File: src/rtl/mmld_pkg.sv
// Constants, types and helpers shared by the memory map and lamp decoder
`default_nettype none

package mmld_pkg;

  // Map strap settings, {map_strap_high, map_strap_low}
  typedef enum logic [1:0] {
    MMLD_MAP_SINGLE = 2'b00,  // No external memory at all
    MMLD_MAP_UPPER  = 2'b01,  // External RAM in the upper half only
    MMLD_MAP_FLASH  = 2'b10,  // All program memory external
    MMLD_MAP_BOTH   = 2'b11   // External RAM bottom and top, straps open
  } mmld_map_t;

  // Lamp count and page decode
  localparam int          LAMP_COUNT       = 4;
  localparam logic [7:0]  LAMP_BASE_PAGE   = 8'h80;  // Off page of lamp one
  localparam logic [7:0]  LAMP_ON_OFFSET   = 8'h08;  // On page sits above off page
  localparam logic [7:0]  LAMP_PAGE_STEP   = 8'h10;  // Distance between lamps
  localparam logic [7:0]  LAMP_DECODE_MASK = 8'hF8;  // Address bits 15..11 compared

  // Reset values
  localparam logic        LAMP_RESET       = 1'b0;
  localparam logic        RAM_CE_N_RESET   = 1'b1;
  localparam logic        RAM_OE_N_RESET   = 1'b1;
  localparam logic        EXT_FETCH_RESET  = 1'b0;
  localparam logic        CORE_CLK_RESET   = 1'b0;

  // External bus as seen by the decoder
  typedef struct packed {
    logic [7:0] addr_high;  // Address bits 15..8
    logic       rd_n;       // Data read strobe
    logic       psen_n;     // Program fetch strobe
  } mmld_bus_t;

  // Memory selects driven to the board
  typedef struct packed {
    logic ram_ce_n;
    logic ram_oe_n;
    logic external_fetch_select;
  } mmld_mem_sel_t;

  // High address byte falls inside the given lamp page
  function automatic logic mmld_page_hit(input logic [7:0] addr, input logic [7:0] page);
    mmld_page_hit = (addr & LAMP_DECODE_MASK) == page;
  endfunction

  // Off page of lamp n
  function automatic logic [7:0] mmld_off_page(input int n);
    mmld_off_page = LAMP_BASE_PAGE + LAMP_PAGE_STEP * 8'(n);
  endfunction

endpackage

`default_nettype wire

File: src/rtl/mmld_decoder.sv
// Memory map glue decoder and indicator lamp decoder for the board bus
`timescale 1ns/1ns
`default_nettype none

module mmld_decoder
  import mmld_pkg::*;
(
  // Clock and reset
  input  wire logic          i_ref_clk,
  input  wire logic          i_rstn,
  // Board straps
  input  wire logic          i_map_strap_high,
  input  wire logic          i_map_strap_low,
  // Core bus and clock output
  input  wire mmld_bus_t     i_bus,
  input  wire logic          i_core_clock_output,
  // Memory selects
  output var  mmld_mem_sel_t o_mem_sel,
  // Indicator lamps
  output var  logic          o_lamp_one,
  output var  logic          o_lamp_two,
  output var  logic          o_lamp_three,
  output var  logic          o_lamp_four
);

  mmld_map_t                 map_mode;
  mmld_mem_sel_t             next_mem_sel;
  logic                      core_clk_prev;
  logic                      core_tick;
  logic                      data_read;
  logic [LAMP_COUNT-1:0]     lamp_set;
  logic [LAMP_COUNT-1:0]     lamp_clear;
  logic [LAMP_COUNT-1:0]     lamp;

  // Strap pair read as the map code
  assign map_mode = mmld_map_t'({i_map_strap_high, i_map_strap_low});

  // Chip select and output enable for the chosen map
  always_comb begin
    next_mem_sel.ram_ce_n              = 1'b1;
    next_mem_sel.ram_oe_n              = 1'b1;
    next_mem_sel.external_fetch_select = 1'b0;
    case (map_mode)
      MMLD_MAP_SINGLE: begin
        next_mem_sel.ram_ce_n = 1'b1;
        next_mem_sel.ram_oe_n = 1'b1;
      end
      MMLD_MAP_UPPER: begin
        next_mem_sel.ram_ce_n = ~i_bus.addr_high[7];
        next_mem_sel.ram_oe_n = i_bus.rd_n & i_bus.psen_n;
      end
      MMLD_MAP_BOTH: begin
        // Lowest block is kept clear by the core itself
        next_mem_sel.ram_ce_n = 1'b0;
        next_mem_sel.ram_oe_n = i_bus.rd_n & i_bus.psen_n;
      end
      MMLD_MAP_FLASH: begin
        // Core treats its internal RAM as data only here
        next_mem_sel.ram_ce_n              = 1'b0;
        next_mem_sel.ram_oe_n              = i_bus.rd_n & i_bus.psen_n;
        next_mem_sel.external_fetch_select = 1'b1;
      end
      default: begin
        next_mem_sel.ram_ce_n              = RAM_CE_N_RESET;
        next_mem_sel.ram_oe_n              = RAM_OE_N_RESET;
        next_mem_sel.external_fetch_select = EXT_FETCH_RESET;
      end
    endcase
  end

  // Memory select outputs registered so they come from flops
  always_ff @(posedge i_ref_clk or negedge i_rstn) begin
    if (!i_rstn) begin
      o_mem_sel.ram_ce_n              <= RAM_CE_N_RESET;
      o_mem_sel.ram_oe_n              <= RAM_OE_N_RESET;
      o_mem_sel.external_fetch_select <= EXT_FETCH_RESET;
    end else begin
      o_mem_sel <= next_mem_sel;
    end
  end

  // Rising edge of the core clock output; a stopped clock gives no ticks
  always_ff @(posedge i_ref_clk or negedge i_rstn) begin
    if (!i_rstn) begin
      core_clk_prev <= CORE_CLK_RESET;
    end else begin
      core_clk_prev <= i_core_clock_output;
    end
  end

  assign core_tick = i_core_clock_output & ~core_clk_prev;

  // Only the data read strobe qualifies, program fetches never do
  assign data_read = ~i_bus.rd_n;

  // Page decode per lamp on the high byte alone
  always_comb begin
    for (int n = 0; n < LAMP_COUNT; n++) begin
      lamp_set[n]   = data_read &&
                      mmld_page_hit(i_bus.addr_high, mmld_off_page(n) | LAMP_ON_OFFSET);
      lamp_clear[n] = data_read && mmld_page_hit(i_bus.addr_high, mmld_off_page(n));
    end
  end

  // One lamp flop per indicator
  for (genvar g = 0; g < LAMP_COUNT; g++) begin : g_lamp
    mmld_lamp_cell u_cell (
      .i_ref_clk (i_ref_clk),
      .i_rstn    (i_rstn),
      .i_tick    (core_tick),
      .i_set     (lamp_set[g]),
      .i_clear   (lamp_clear[g]),
      .o_lamp    (lamp[g])
    );
  end

  // Lamp ports taken straight from the cell flops
  assign o_lamp_one   = lamp[0];
  assign o_lamp_two   = lamp[1];
  assign o_lamp_three = lamp[2];
  assign o_lamp_four  = lamp[3];

  // Default map: internal fetch and external RAM selected
  default_map_a : assert property (@(posedge i_ref_clk) disable iff (!i_rstn)
    (i_rstn && map_mode == MMLD_MAP_BOTH) |=>
      !o_mem_sel.ram_ce_n && !o_mem_sel.external_fetch_select)
    else $error("default map did not select external RAM with internal fetch");

  // Upper map: select follows A15 of the previous cycle
  upper_map_ce_a : assert property (@(posedge i_ref_clk) disable iff (!i_rstn)
    (map_mode == MMLD_MAP_UPPER) |=>
      (o_mem_sel.ram_ce_n == !$past(i_bus.addr_high[7])) && !o_mem_sel.external_fetch_select)
    else $error("upper map chip select does not follow the top address bit");

  // External fetch only in the flash map
  ext_fetch_map_a : assert property (@(posedge i_ref_clk) disable iff (!i_rstn)
    ##1 o_mem_sel.external_fetch_select == ($past(map_mode) == MMLD_MAP_FLASH))
    else $error("external fetch select disagrees with the flash map");

  // Single chip map: everything off
  single_chip_a : assert property (@(posedge i_ref_clk) disable iff (!i_rstn)
    (map_mode == MMLD_MAP_SINGLE) |=>
      o_mem_sel.ram_ce_n && o_mem_sel.ram_oe_n && !o_mem_sel.external_fetch_select)
    else $error("single chip map left a memory select active");

  // Strap code 01 restricts RAM to the upper half
  strap_encode_a : assert property (@(posedge i_ref_clk) disable iff (!i_rstn)
    (!i_map_strap_high && i_map_strap_low && !i_bus.addr_high[7]) |=> o_mem_sel.ram_ce_n)
    else $error("strap code 01 selected RAM in the lower half");

  // Output enable on either strobe when RAM is enabled
  ram_oe_strobe_a : assert property (@(posedge i_ref_clk) disable iff (!i_rstn)
    (map_mode != MMLD_MAP_SINGLE) |=>
      (o_mem_sel.ram_oe_n == ($past(i_bus.rd_n) && $past(i_bus.psen_n))))
    else $error("RAM output enable does not follow the read and fetch strobes");

  // On-page read on a tick lights the lamp; low byte is not looked at
  lamp_set_a : assert property (@(posedge i_ref_clk) disable iff (!i_rstn)
    (core_tick && !i_bus.rd_n && (i_bus.addr_high & LAMP_DECODE_MASK) == 8'hB8)
      |=> o_lamp_four)
    else $error("read of the on page did not light the fourth lamp");

  // Off-page read anywhere within the page darkens the lamp
  lamp_clear_a : assert property (@(posedge i_ref_clk) disable iff (!i_rstn)
    (core_tick && !i_bus.rd_n && (i_bus.addr_high & LAMP_DECODE_MASK) == 8'h80)
      |=> !o_lamp_one)
    else $error("read of the off page did not clear the first lamp");

  // No core clock edge means the lamps stay put
  lamp_clock_hold_a : assert property (@(posedge i_ref_clk) disable iff (!i_rstn)
    !core_tick |=> $stable(lamp))
    else $error("lamps changed while the core clock output was idle");

  // Program fetch without a data read never changes a lamp
  fetch_ignore_a : assert property (@(posedge i_ref_clk) disable iff (!i_rstn)
    (i_bus.rd_n && !i_bus.psen_n) |=> $stable(lamp))
    else $error("program fetch changed a lamp");

  // Flash map selects RAM and moves code fetch outside
  flash_map_sel_a : assert property (@(posedge i_ref_clk) disable iff (!i_rstn)
    (i_rstn && map_mode == MMLD_MAP_FLASH) |=>
      !o_mem_sel.ram_ce_n && o_mem_sel.external_fetch_select)
    else $error("flash map did not select RAM with external fetch");

  // First lamp lit by a read of its on page
  lamp_one_on_a : assert property (@(posedge i_ref_clk) disable iff (!i_rstn)
    (core_tick && !i_bus.rd_n && (i_bus.addr_high & LAMP_DECODE_MASK) == 8'h88)
      |=> o_lamp_one)
    else $error("read of the on page did not light the first lamp");

  // Second lamp darkened by a read of its off page
  lamp_two_off_a : assert property (@(posedge i_ref_clk) disable iff (!i_rstn)
    (core_tick && !i_bus.rd_n && (i_bus.addr_high & LAMP_DECODE_MASK) == 8'h90)
      |=> !o_lamp_two)
    else $error("read of the off page did not clear the second lamp");

  // Third lamp lit by a read of its on page
  lamp_three_on_a : assert property (@(posedge i_ref_clk) disable iff (!i_rstn)
    (core_tick && !i_bus.rd_n && (i_bus.addr_high & LAMP_DECODE_MASK) == 8'hA8)
      |=> o_lamp_three)
    else $error("read of the on page did not light the third lamp");

  // Fourth lamp darkened by a read of its off page
  lamp_four_off_a : assert property (@(posedge i_ref_clk) disable iff (!i_rstn)
    (core_tick && !i_bus.rd_n && (i_bus.addr_high & LAMP_DECODE_MASK) == 8'hB0)
      |=> !o_lamp_four)
    else $error("read of the off page did not clear the fourth lamp");

  // Lamps come out of reset dark
  lamp_reset_a : assert property (@(posedge i_ref_clk)
    !i_rstn |=> (lamp == '0) || !i_rstn)
    else $error("lamps were not cleared by reset");

endmodule

`default_nettype wire

File: src/rtl/mmld_lamp_cell.sv
// One indicator lamp flop with set and clear on a core clock tick
`timescale 1ns/1ns
`default_nettype none

module mmld_lamp_cell
  import mmld_pkg::*;
(
  // Clock and reset
  input  wire logic i_ref_clk,
  input  wire logic i_rstn,
  // Decode
  input  wire logic i_tick,
  input  wire logic i_set,
  input  wire logic i_clear,
  // Lamp
  output var  logic o_lamp
);

  // Lamp holds unless a qualified read hits its page on a core clock edge
  always_ff @(posedge i_ref_clk or negedge i_rstn) begin
    if (!i_rstn) begin
      o_lamp <= LAMP_RESET;
    end else if (i_tick && i_set) begin
      o_lamp <= 1'b1;
    end else if (i_tick && i_clear) begin
      o_lamp <= 1'b0;
    end
  end

  // Lamp changes only on a tick with a decoded page
  lamp_hold_a : assert property (@(posedge i_ref_clk) disable iff (!i_rstn)
    !(i_tick && (i_set || i_clear)) |=> $stable(o_lamp))
    else $error("lamp changed without a qualified core clock read");

endmodule

`default_nettype wire

File: config.mk
export PLATFORM = sky130hd
export DESIGN_NAME = mmld_decoder
export DESIGN_NICKNAME = d
export VERILOG_FILES = /design/src/rtl/mmld_pkg.sv /design/src/rtl/mmld_decoder.sv /design/src/rtl/mmld_lamp_cell.sv
export SDC_FILE = /design/constraint.sdc
export NUM_CORES = 1
export LEC_CHECK = 0
export ABC_AREA = 1
export BUFFER_PORTS_ARGS = -buffer_cell sky130_fd_sc_hd__buf_2
export CORE_AREA = 2 2 39 41
export CTS_CLUSTER_SIZE = 40
export DETAILED_ROUTE_END_ITERATION = 16
export DIE_AREA = 0 0 41 43
export PLACE_DENSITY = 0.54
export SYNTH_ARGS = -nofsm -noshare
export SYNTH_HDL_FRONTEND = slang
export SYNTH_SLANG_ARGS = --single-unit
File: constraint.sdc
create_clock -name i_ref_clk -period 1.07 [get_ports i_ref_clk]
set_input_delay 0.214 -clock i_ref_clk [delete_from_list [all_inputs] [get_ports i_ref_clk]]
set_output_delay 0.214 -clock i_ref_clk [all_outputs]
set_load 0.1 [all_outputs]
After elaboration in Yosys (flattened, before gate mapping)
Index checks and enable logic that the tools add are counted.

storage, ports and cells
  register bits after elaboration = 8
  latch bits = 0
  bits in writable memories = 0
  bits in read-only memories = 0
  input bits = 15
  word-level logic and storage cells = 56
  memories kept = 0

operators by class
  add/sub/neg operators = 0
  multipliers = 0
  divide/modulo/power cells = 0
  $lt $le $gt $ge = 0
  eq/ne operators = 11
  shifts and indexed selects = 0
  muxes and demuxes = 10
  bitwise gates (word level) = 5
  reduce and logical (&&, ||, !) cells = 22

operators by type and width
  cell                                           count
  == test 5 bit, second input constant           8
  logical AND 1 bit                              16
  two-way mux 1 bit                              9
  nonzero test 2 bit                             4
  case mux 2 bit (3 select lines)                1
  == test 2 bit, second input constant           2
  NOT 1 bit                                      3
  AND 1 bit                                      2
  == test 2 x 1 -> 1 bit, second input constant  1
  logical NOT 2 bit                              1
  OR reduction 2 bit                             1

Longest topological paths before layout
Gate-level depths: netlist of the first run.

  depth after elaboration = 5
  depth in mapped cells = 6

Modules after synthesis
Synthesis of the first run repeated with hierarchy kept, for this count alone.

second synthesis, totals
  cells, all modules = 55
  area, all modules = 391.6 um^2

by module, submodules not included
  module          times used  cells an instance  area an instance (um^2)
  mmld_decoder    1           35                 231.5
  mmld_lamp_cell  4           5                  40.0

Worst setup path after synthesis of the first run
No wires, ideal clock.

  kind = flip-flop to flip-flop
  from = register g_lamp[0].u_cell.o_lamp (netlist name)
  to = register g_lamp[0].u_cell.o_lamp
  arrival = 1,079 ps
  data required time = 1,003 ps
  setup slack = -76 ps
  stages on the path, launching flop included = 3
  cell sequence = dfrtp_1 nand2_1 nand2_1

RTL lines
  item                  line                  text
  end signal, assigned  mmld_lamp_cell.sv:22  o_lamp <= LAMP_RESET;
  end signal, assigned  mmld_lamp_cell.sv:24  o_lamp <= 1'b1;
  end signal, assigned  mmld_lamp_cell.sv:26  o_lamp <= 1'b0;
  end, declared         mmld_lamp_cell.sv:16  output var logic o_lamp

Worst setup path after layout of the first run
  from = register o_mem_sel[2] (netlist bit)
  to = output port o_mem_sel[2] (netlist bit)

RTL lines
  item                    line                text
  start, declared         mmld_decoder.sv:18  output var mmld_mem_sel_t o_mem_sel,
  start signal, assigned  mmld_decoder.sv:78  o_mem_sel <= next_mem_sel;

No word-level cell between the ends.

==> flow_metrics.tcl, run 1 <==
set metrics [dict create \
    outcome "complete, but fails checks" \
    violations "negative setup slack" \
    syn_nets 66 \
    synth.avg_cell_area_um2 7.70 \
    cp_slowest_stage_delay_ns 0.54 \
    cts-root-buf "clkbuf_4" \
    num_vias 364 \
    startpoint "o_mem_sel[2]" \
    hold_violations 0 \
    syn_inst 51 \
    place.gp.congestion 0.607 \
    dieWidth_um 41 \
    clk_path_buf_depth 2 \
    drtIter0Drc 3 \
    yosysSeqAreaShare 0.516 \
    synth_top_family_by_area "simple AND/OR/NAND/NOR gates" \
    cts_resized 0 \
    antenna_found_initial 0 \
    routed_wl_um 711 \
    grt-ovfl-total 0 \
    worstSetupStartpointType "flop" \
    core.rowCount 14 \
    die-height_um 43 \
    synth-simple-area-share 0.363 \
    worst_slew_pin_slew_ns 0.176 \
    fin_setup_tns_ns -0.221 \
    synth_cell_types 11 \
    drc_errors 0 \
    clkSlewWorstSetupHoldPaths_ns 0.06 \
    antennaDiodeCount 0 \
    start_util 0.284 \
    hp-class "primary input to flop" \
    path_cells "buf_12" \
    grt_pass1_vias 321 \
    worst-path-max-fanout 1 \
    slew_headroom 0.883 \
    setup.worst_path.end "o_mem_sel[2]" \
    area_growth_pct 65.6 \
    vias_per_cell 4.04 \
    crit_cells 1 \
    setup_violations 2 \
    stdcell_count 90 \
    synth_xor_xnor_area_share 0 \
    synthMuxAreaShare 0 \
    antenna_left 0 \
    layout_commonest_cell "nand2_1" \
    vdd_drop_max_v 0.000680 \
    cp_slowest_cell "dfstp_2" \
    r2r_setup_slack_ns 0.17 \
    drive_gt1_frac 0.446 \
    nets 90 \
    drt-pass1-iter-count 4 \
    ys_warn_count 0 \
    crit_family "flip-flops" \
    min_period_ns 1.18 \
    dpl.hpwl_um 561 \
    clk_latency_ns 0.25 \
    grt_max_degree 9 \
    layout_setup_ws_ns -0.113 \
    numPortBuffers 18 \
    synthAdderAreaFrac 0 \
    wire_per_inst_um 7.90 \
    most-common-layout-cells "nand2_1 (18), buf_2 (11), inv_1 (8), buf_12 (7), nor2_1 (6)" \
    critPathKind "flop to output port" \
    rr_worst_depth 6 \
    synth_seq_cells 8 \
    worst_setup_path_end_kind "output port" \
    synth_compound_area_frac 0.0255 \
    timing.fmax_mhz 846 \
    cp_num_buf_inv 1 \
    die_area_mm2 0.00176 \
    fin_worst_skew_ns 0.000570 \
    slew_viol_final 0 \
    core_area_mm2 0.00138 \
    cts_tree "done" \
    period_share 1.11 \
    r2r-start "core_clk_prev" \
    total_leakage_power_nw 0.357 \
    h-tree-depth 1 \
    cp_data_required_time_ns 0.86 \
    ios 22 \
    cts_setup_buffers 0 \
    clkSinkCount 8 \
    grt_usage 0.0974 \
    rsz0062_at_grt "yes" \
    worstPathArrival_ns 0.97 \
    syn_area_um2 393 \
    cts_buffers 3 \
    post-place-cells 85 \
    maxCapViolations 0 \
    r2r_end "g_lamp[0].u_cell.o_lamp" \
    grt_pass1_wl_mm 1.09 \
    power.density_mw_per_mm2 1570 \
]
-- synth_stat cells --
cell	n	area (um2)
dfstp_2	2	52.6
a21oi_1	1	5.00
inv_2	2	7.51
o21ai_0	1	5.00
nand2_2	2	12.5
inv_1	8	30.0
nand2_1	18	67.6
nor2_1	6	22.5
nand3_1	4	20.0
nor2_8	1	20.0
dfrtp_1	6	150
-- cell type report --
type / count / area, um2
multi-input combinational: 33 / 153
inverter: 10 / 37.5
sequential: 8 / 209
fill: 133 / 733
clock buffer: 4 / 26.3
tap: 16 / 20.0
timing repair buffer: 19 / 205
-- where the power goes --
part / total, mW / switching (mW) / leakage, nW / internal, mW
Combinational: 0.404 / 0.263 / 0.251 / 0.140
Clock: 0.252 / 0.109 / 0.0150 / 0.143
Sequential: 0.367 / 0.0272 / 0.0916 / 0.340
Total: 1.02 / 0.400 / 0.357 / 0.624
-- logic make-up after synthesis --
group / after synthesis
compound gates: 2
simple gates: 31
flops: 8
buf+inv: 10
-- worst min-delay path by stage --
| stage | to | slack [ns] | from | depth (start not counted) |
|---|---|---|---|---|
| floorplan | core_clk_prev | -0.08 | i_rstn | 0 |
| global placement | core_clk_prev | 0.06 | i_rstn | 1 |
| detailed placement | core_clk_prev | 0.07 | i_rstn | 1 |
| CTS | core_clk_prev | 0.07 | i_core_clock_output | 1 |
| global route | core_clk_prev | 0.07 | i_core_clock_output | 1 |
| finish | core_clk_prev | 0.09 | i_core_clock_output | 1 |
-- stage by stage --
step	cell area [um2]	worst slack (ns)	util	hold WS [ns]	power, mW
2_1_floorplan	399	0.0329	-	-0.0816	0.607
6_report	651	-0.113	0.470	0.0852	1.02
3_3_place_gp	614	0.164	0.444	0.0633	0.775
5_1_grt	651	-0.139	0.470	0.0749	1.07
3_5_place_dp	614	0.164	0.444	0.0663	0.777
4_1_cts	651	-0.131	0.470	0.0710	1.04
-- per-layer routing --
layer,part of all wire,vias up,global-route usage
li1,-,195,-
met1,0.41,154,0.0963
met2,0.49,15,0.141
met3,0.097,0,0.0209
met4,0,0,0.120
met5,0,-,0
-- repair_timing --
action                                  CTS  global route
endpoints found under the hold margin     6             0
endpoints found under the setup margin    6             7
hold buffers                              1             0
-- sequential cells by signal (all words and copies together) (netlist names) --
name and cells:
o_mem_sel 3, g_lamp.u_cell.o_lamp 4, core_clk_prev 1
(Power assumes the default switching activity.)
==> run 2, diff against run 1 <==
- clock period: 1.07 -> 1.1 ns (I/O delays scaled with it)
==> run 2 against run 1 <==
Effect of this change:
- the run still ends with negative setup slack left
- sequential power fell by 3%
- routed wire length fell by 2.0%
- clock-buffer cell count did not move
- clock power fell by 5%
- non-clock buffer count did not move
- largest cell class unchanged
- largest power group unchanged
==> flow_metrics.tcl, run 2 (synthesized netlist as in run 1, its figures left out) <==
set metrics [dict create \
    crit_family "flip-flops" \
    largest_registers "g_lamp.u_cell.o_lamp x4, o_mem_sel x3, core_clk_prev x1" \
    start_util 0.284 \
    drtIter0Drc 2 \
    numPortBuffers 18 \
    whs_ns 0.0980 \
    ios 22 \
    post-place-cells 85 \
    layout_commonest_cell "nand2_1" \
    path_cells "buf_12" \
    grt_max_degree 9 \
    clk_latency_ns 0.25 \
    clkSinkCount 8 \
    worst_slew_pin_slew_ns 0.177 \
    nets 90 \
    hold_violations 0 \
    post-route-util 0.470 \
    total_leakage_power_nw 0.357 \
    drive_gt1_frac 0.446 \
    antenna_found_initial 0 \
    dieWidth_um 41 \
    clk_path_buf_depth 2 \
    antenna_left 0 \
    worstPathArrival_ns 0.96 \
    cts_resized 0 \
    critPathKind "flop to output port" \
    core_area_mm2 0.00138 \
    finish.instance_area_um2 651 \
    antennaDiodeCount 0 \
    cts_tree "done" \
    drt-pass1-iter-count 2 \
    cts_setup_buffers 0 \
    drc_errors 0 \
    cp_num_buf_inv 1 \
    cts-root-buf "clkbuf_4" \
    worst_setup_path_end_kind "output port" \
    most-common-layout-cells "nand2_1 (18), buf_2 (11), inv_1 (8), buf_12 (7), nor2_1 (6)" \
    period_share 1.07 \
    placed_area_um2 614 \
    outcome "complete, but fails checks" \
    layout_setup_ws_ns -0.0817 \
    wire_per_inst_um 7.74 \
    rsz0062_at_grt "yes" \
    die-height_um 43 \
    power.density_mw_per_mm2 1520 \
    routed_wl_um 697 \
    cts_buffers 3 \
    vdd_drop_max_v 0.000806 \
    report.power.total_uw 990 \
    setup_violations 2 \
    violations "negative setup slack" \
    largest_register "g_lamp.u_cell.o_lamp" \
    cp_data_required_time_ns 0.88 \
    grt_usage 0.0975 \
    clkSlewWorstSetupHoldPaths_ns 0.06 \
    core.rowCount 14 \
    timing.fmax_mhz 846 \
    slew_viol_final 0 \
    grt_pass1_wl_mm 1.12 \
    stdcell_count 90 \
    cp_slowest_cell "dfstp_2" \
    maxCapViolations 0 \
    num_vias 372 \
    fillCellCount 138 \
    fin_worst_skew_ns 0.00554 \
    die_area_mm2 0.00176 \
    vias_per_cell 4.13 \
    worstSetupStartpointType "flop" \
    largest_reg_flops 4 \
    hp-class "primary input to flop" \
    dpl.hpwl_um 583 \
    h-tree-depth 1 \
    place.gp.congestion 0.607 \
    area_growth_pct 65.6 \
    worst-path-max-fanout 1 \
    grt-ovfl-total 0 \
    slew_headroom 0.881 \
    grt_pass1_vias 329 \
    cp_slowest_stage_delay_ns 0.54 \
    min_period_ns 1.18 \
]
## run 2: cell counts in the layout (fill, tap and decap cells not counted)
No cell type changed its count.
## run 2: timing repair
item                       4_1_cts  5_1_grt
setup endpoints to repair        2        2
hold endpoints to repair         6        0
cloned                           0        0
hold buffers                     1        0
pin swaps                        0        0
## run 2: cell type report
type / instances / area [um2] / share of cell area
clock buffer: 4 / 26.3 / 0.0404
multi-input combinational: 33 / 153 / 0.235
tap: 16 / 20.0 / 0.0308
sequential: 8 / 209 / 0.321
timing repair buffer: 19 / 205 / 0.315
inverter: 10 / 37.5 / 0.0577
## run 2: worst paths after layout
path,from,endpoint,slack (ns),cells past startpoint
hold reg to reg,g_lamp[3].u_cell.o_lamp,g_lamp[3].u_cell.o_lamp,0.52,2
setup / recovery,o_mem_sel[1],o_mem_sel[1],-0.08,1
hold / removal,i_core_clock_output,core_clk_prev,0.1,1
setup reg to reg,core_clk_prev,g_lamp[0].u_cell.o_lamp,0.21,6
min in group asynchronous,i_rstn,g_lamp[1].u_cell.o_lamp,0.33,2
max in group asynchronous,i_rstn,o_mem_sel[2],0.52,2
## run 2: layer usage
layer	global-route usage	vias up	part of all wire	wire, um
met5	0	-	0	0
met4	0.0800	0	0	0
met3	0.0366	0	0.092	64
met2	0.147	15	0.47	330
met1	0.100	162	0.43	301
li1	-	195	-	-
## run 2: per-stage QoR
stage,TNS [ns],worst slack (ns)
CTS,-0.195,-0.0976
detailed placement,0,0.188
finish,-0.163,-0.0817
global route,-0.225,-0.116
floorplan,0,0.0569
global placement,0,0.188
## run 2: where the power goes
group	internal, mW	total [mW]	switching [mW]
combinational	0.136	0.393	0.257
sequential	0.331	0.357	0.0262
clock	0.139	0.239	0.101
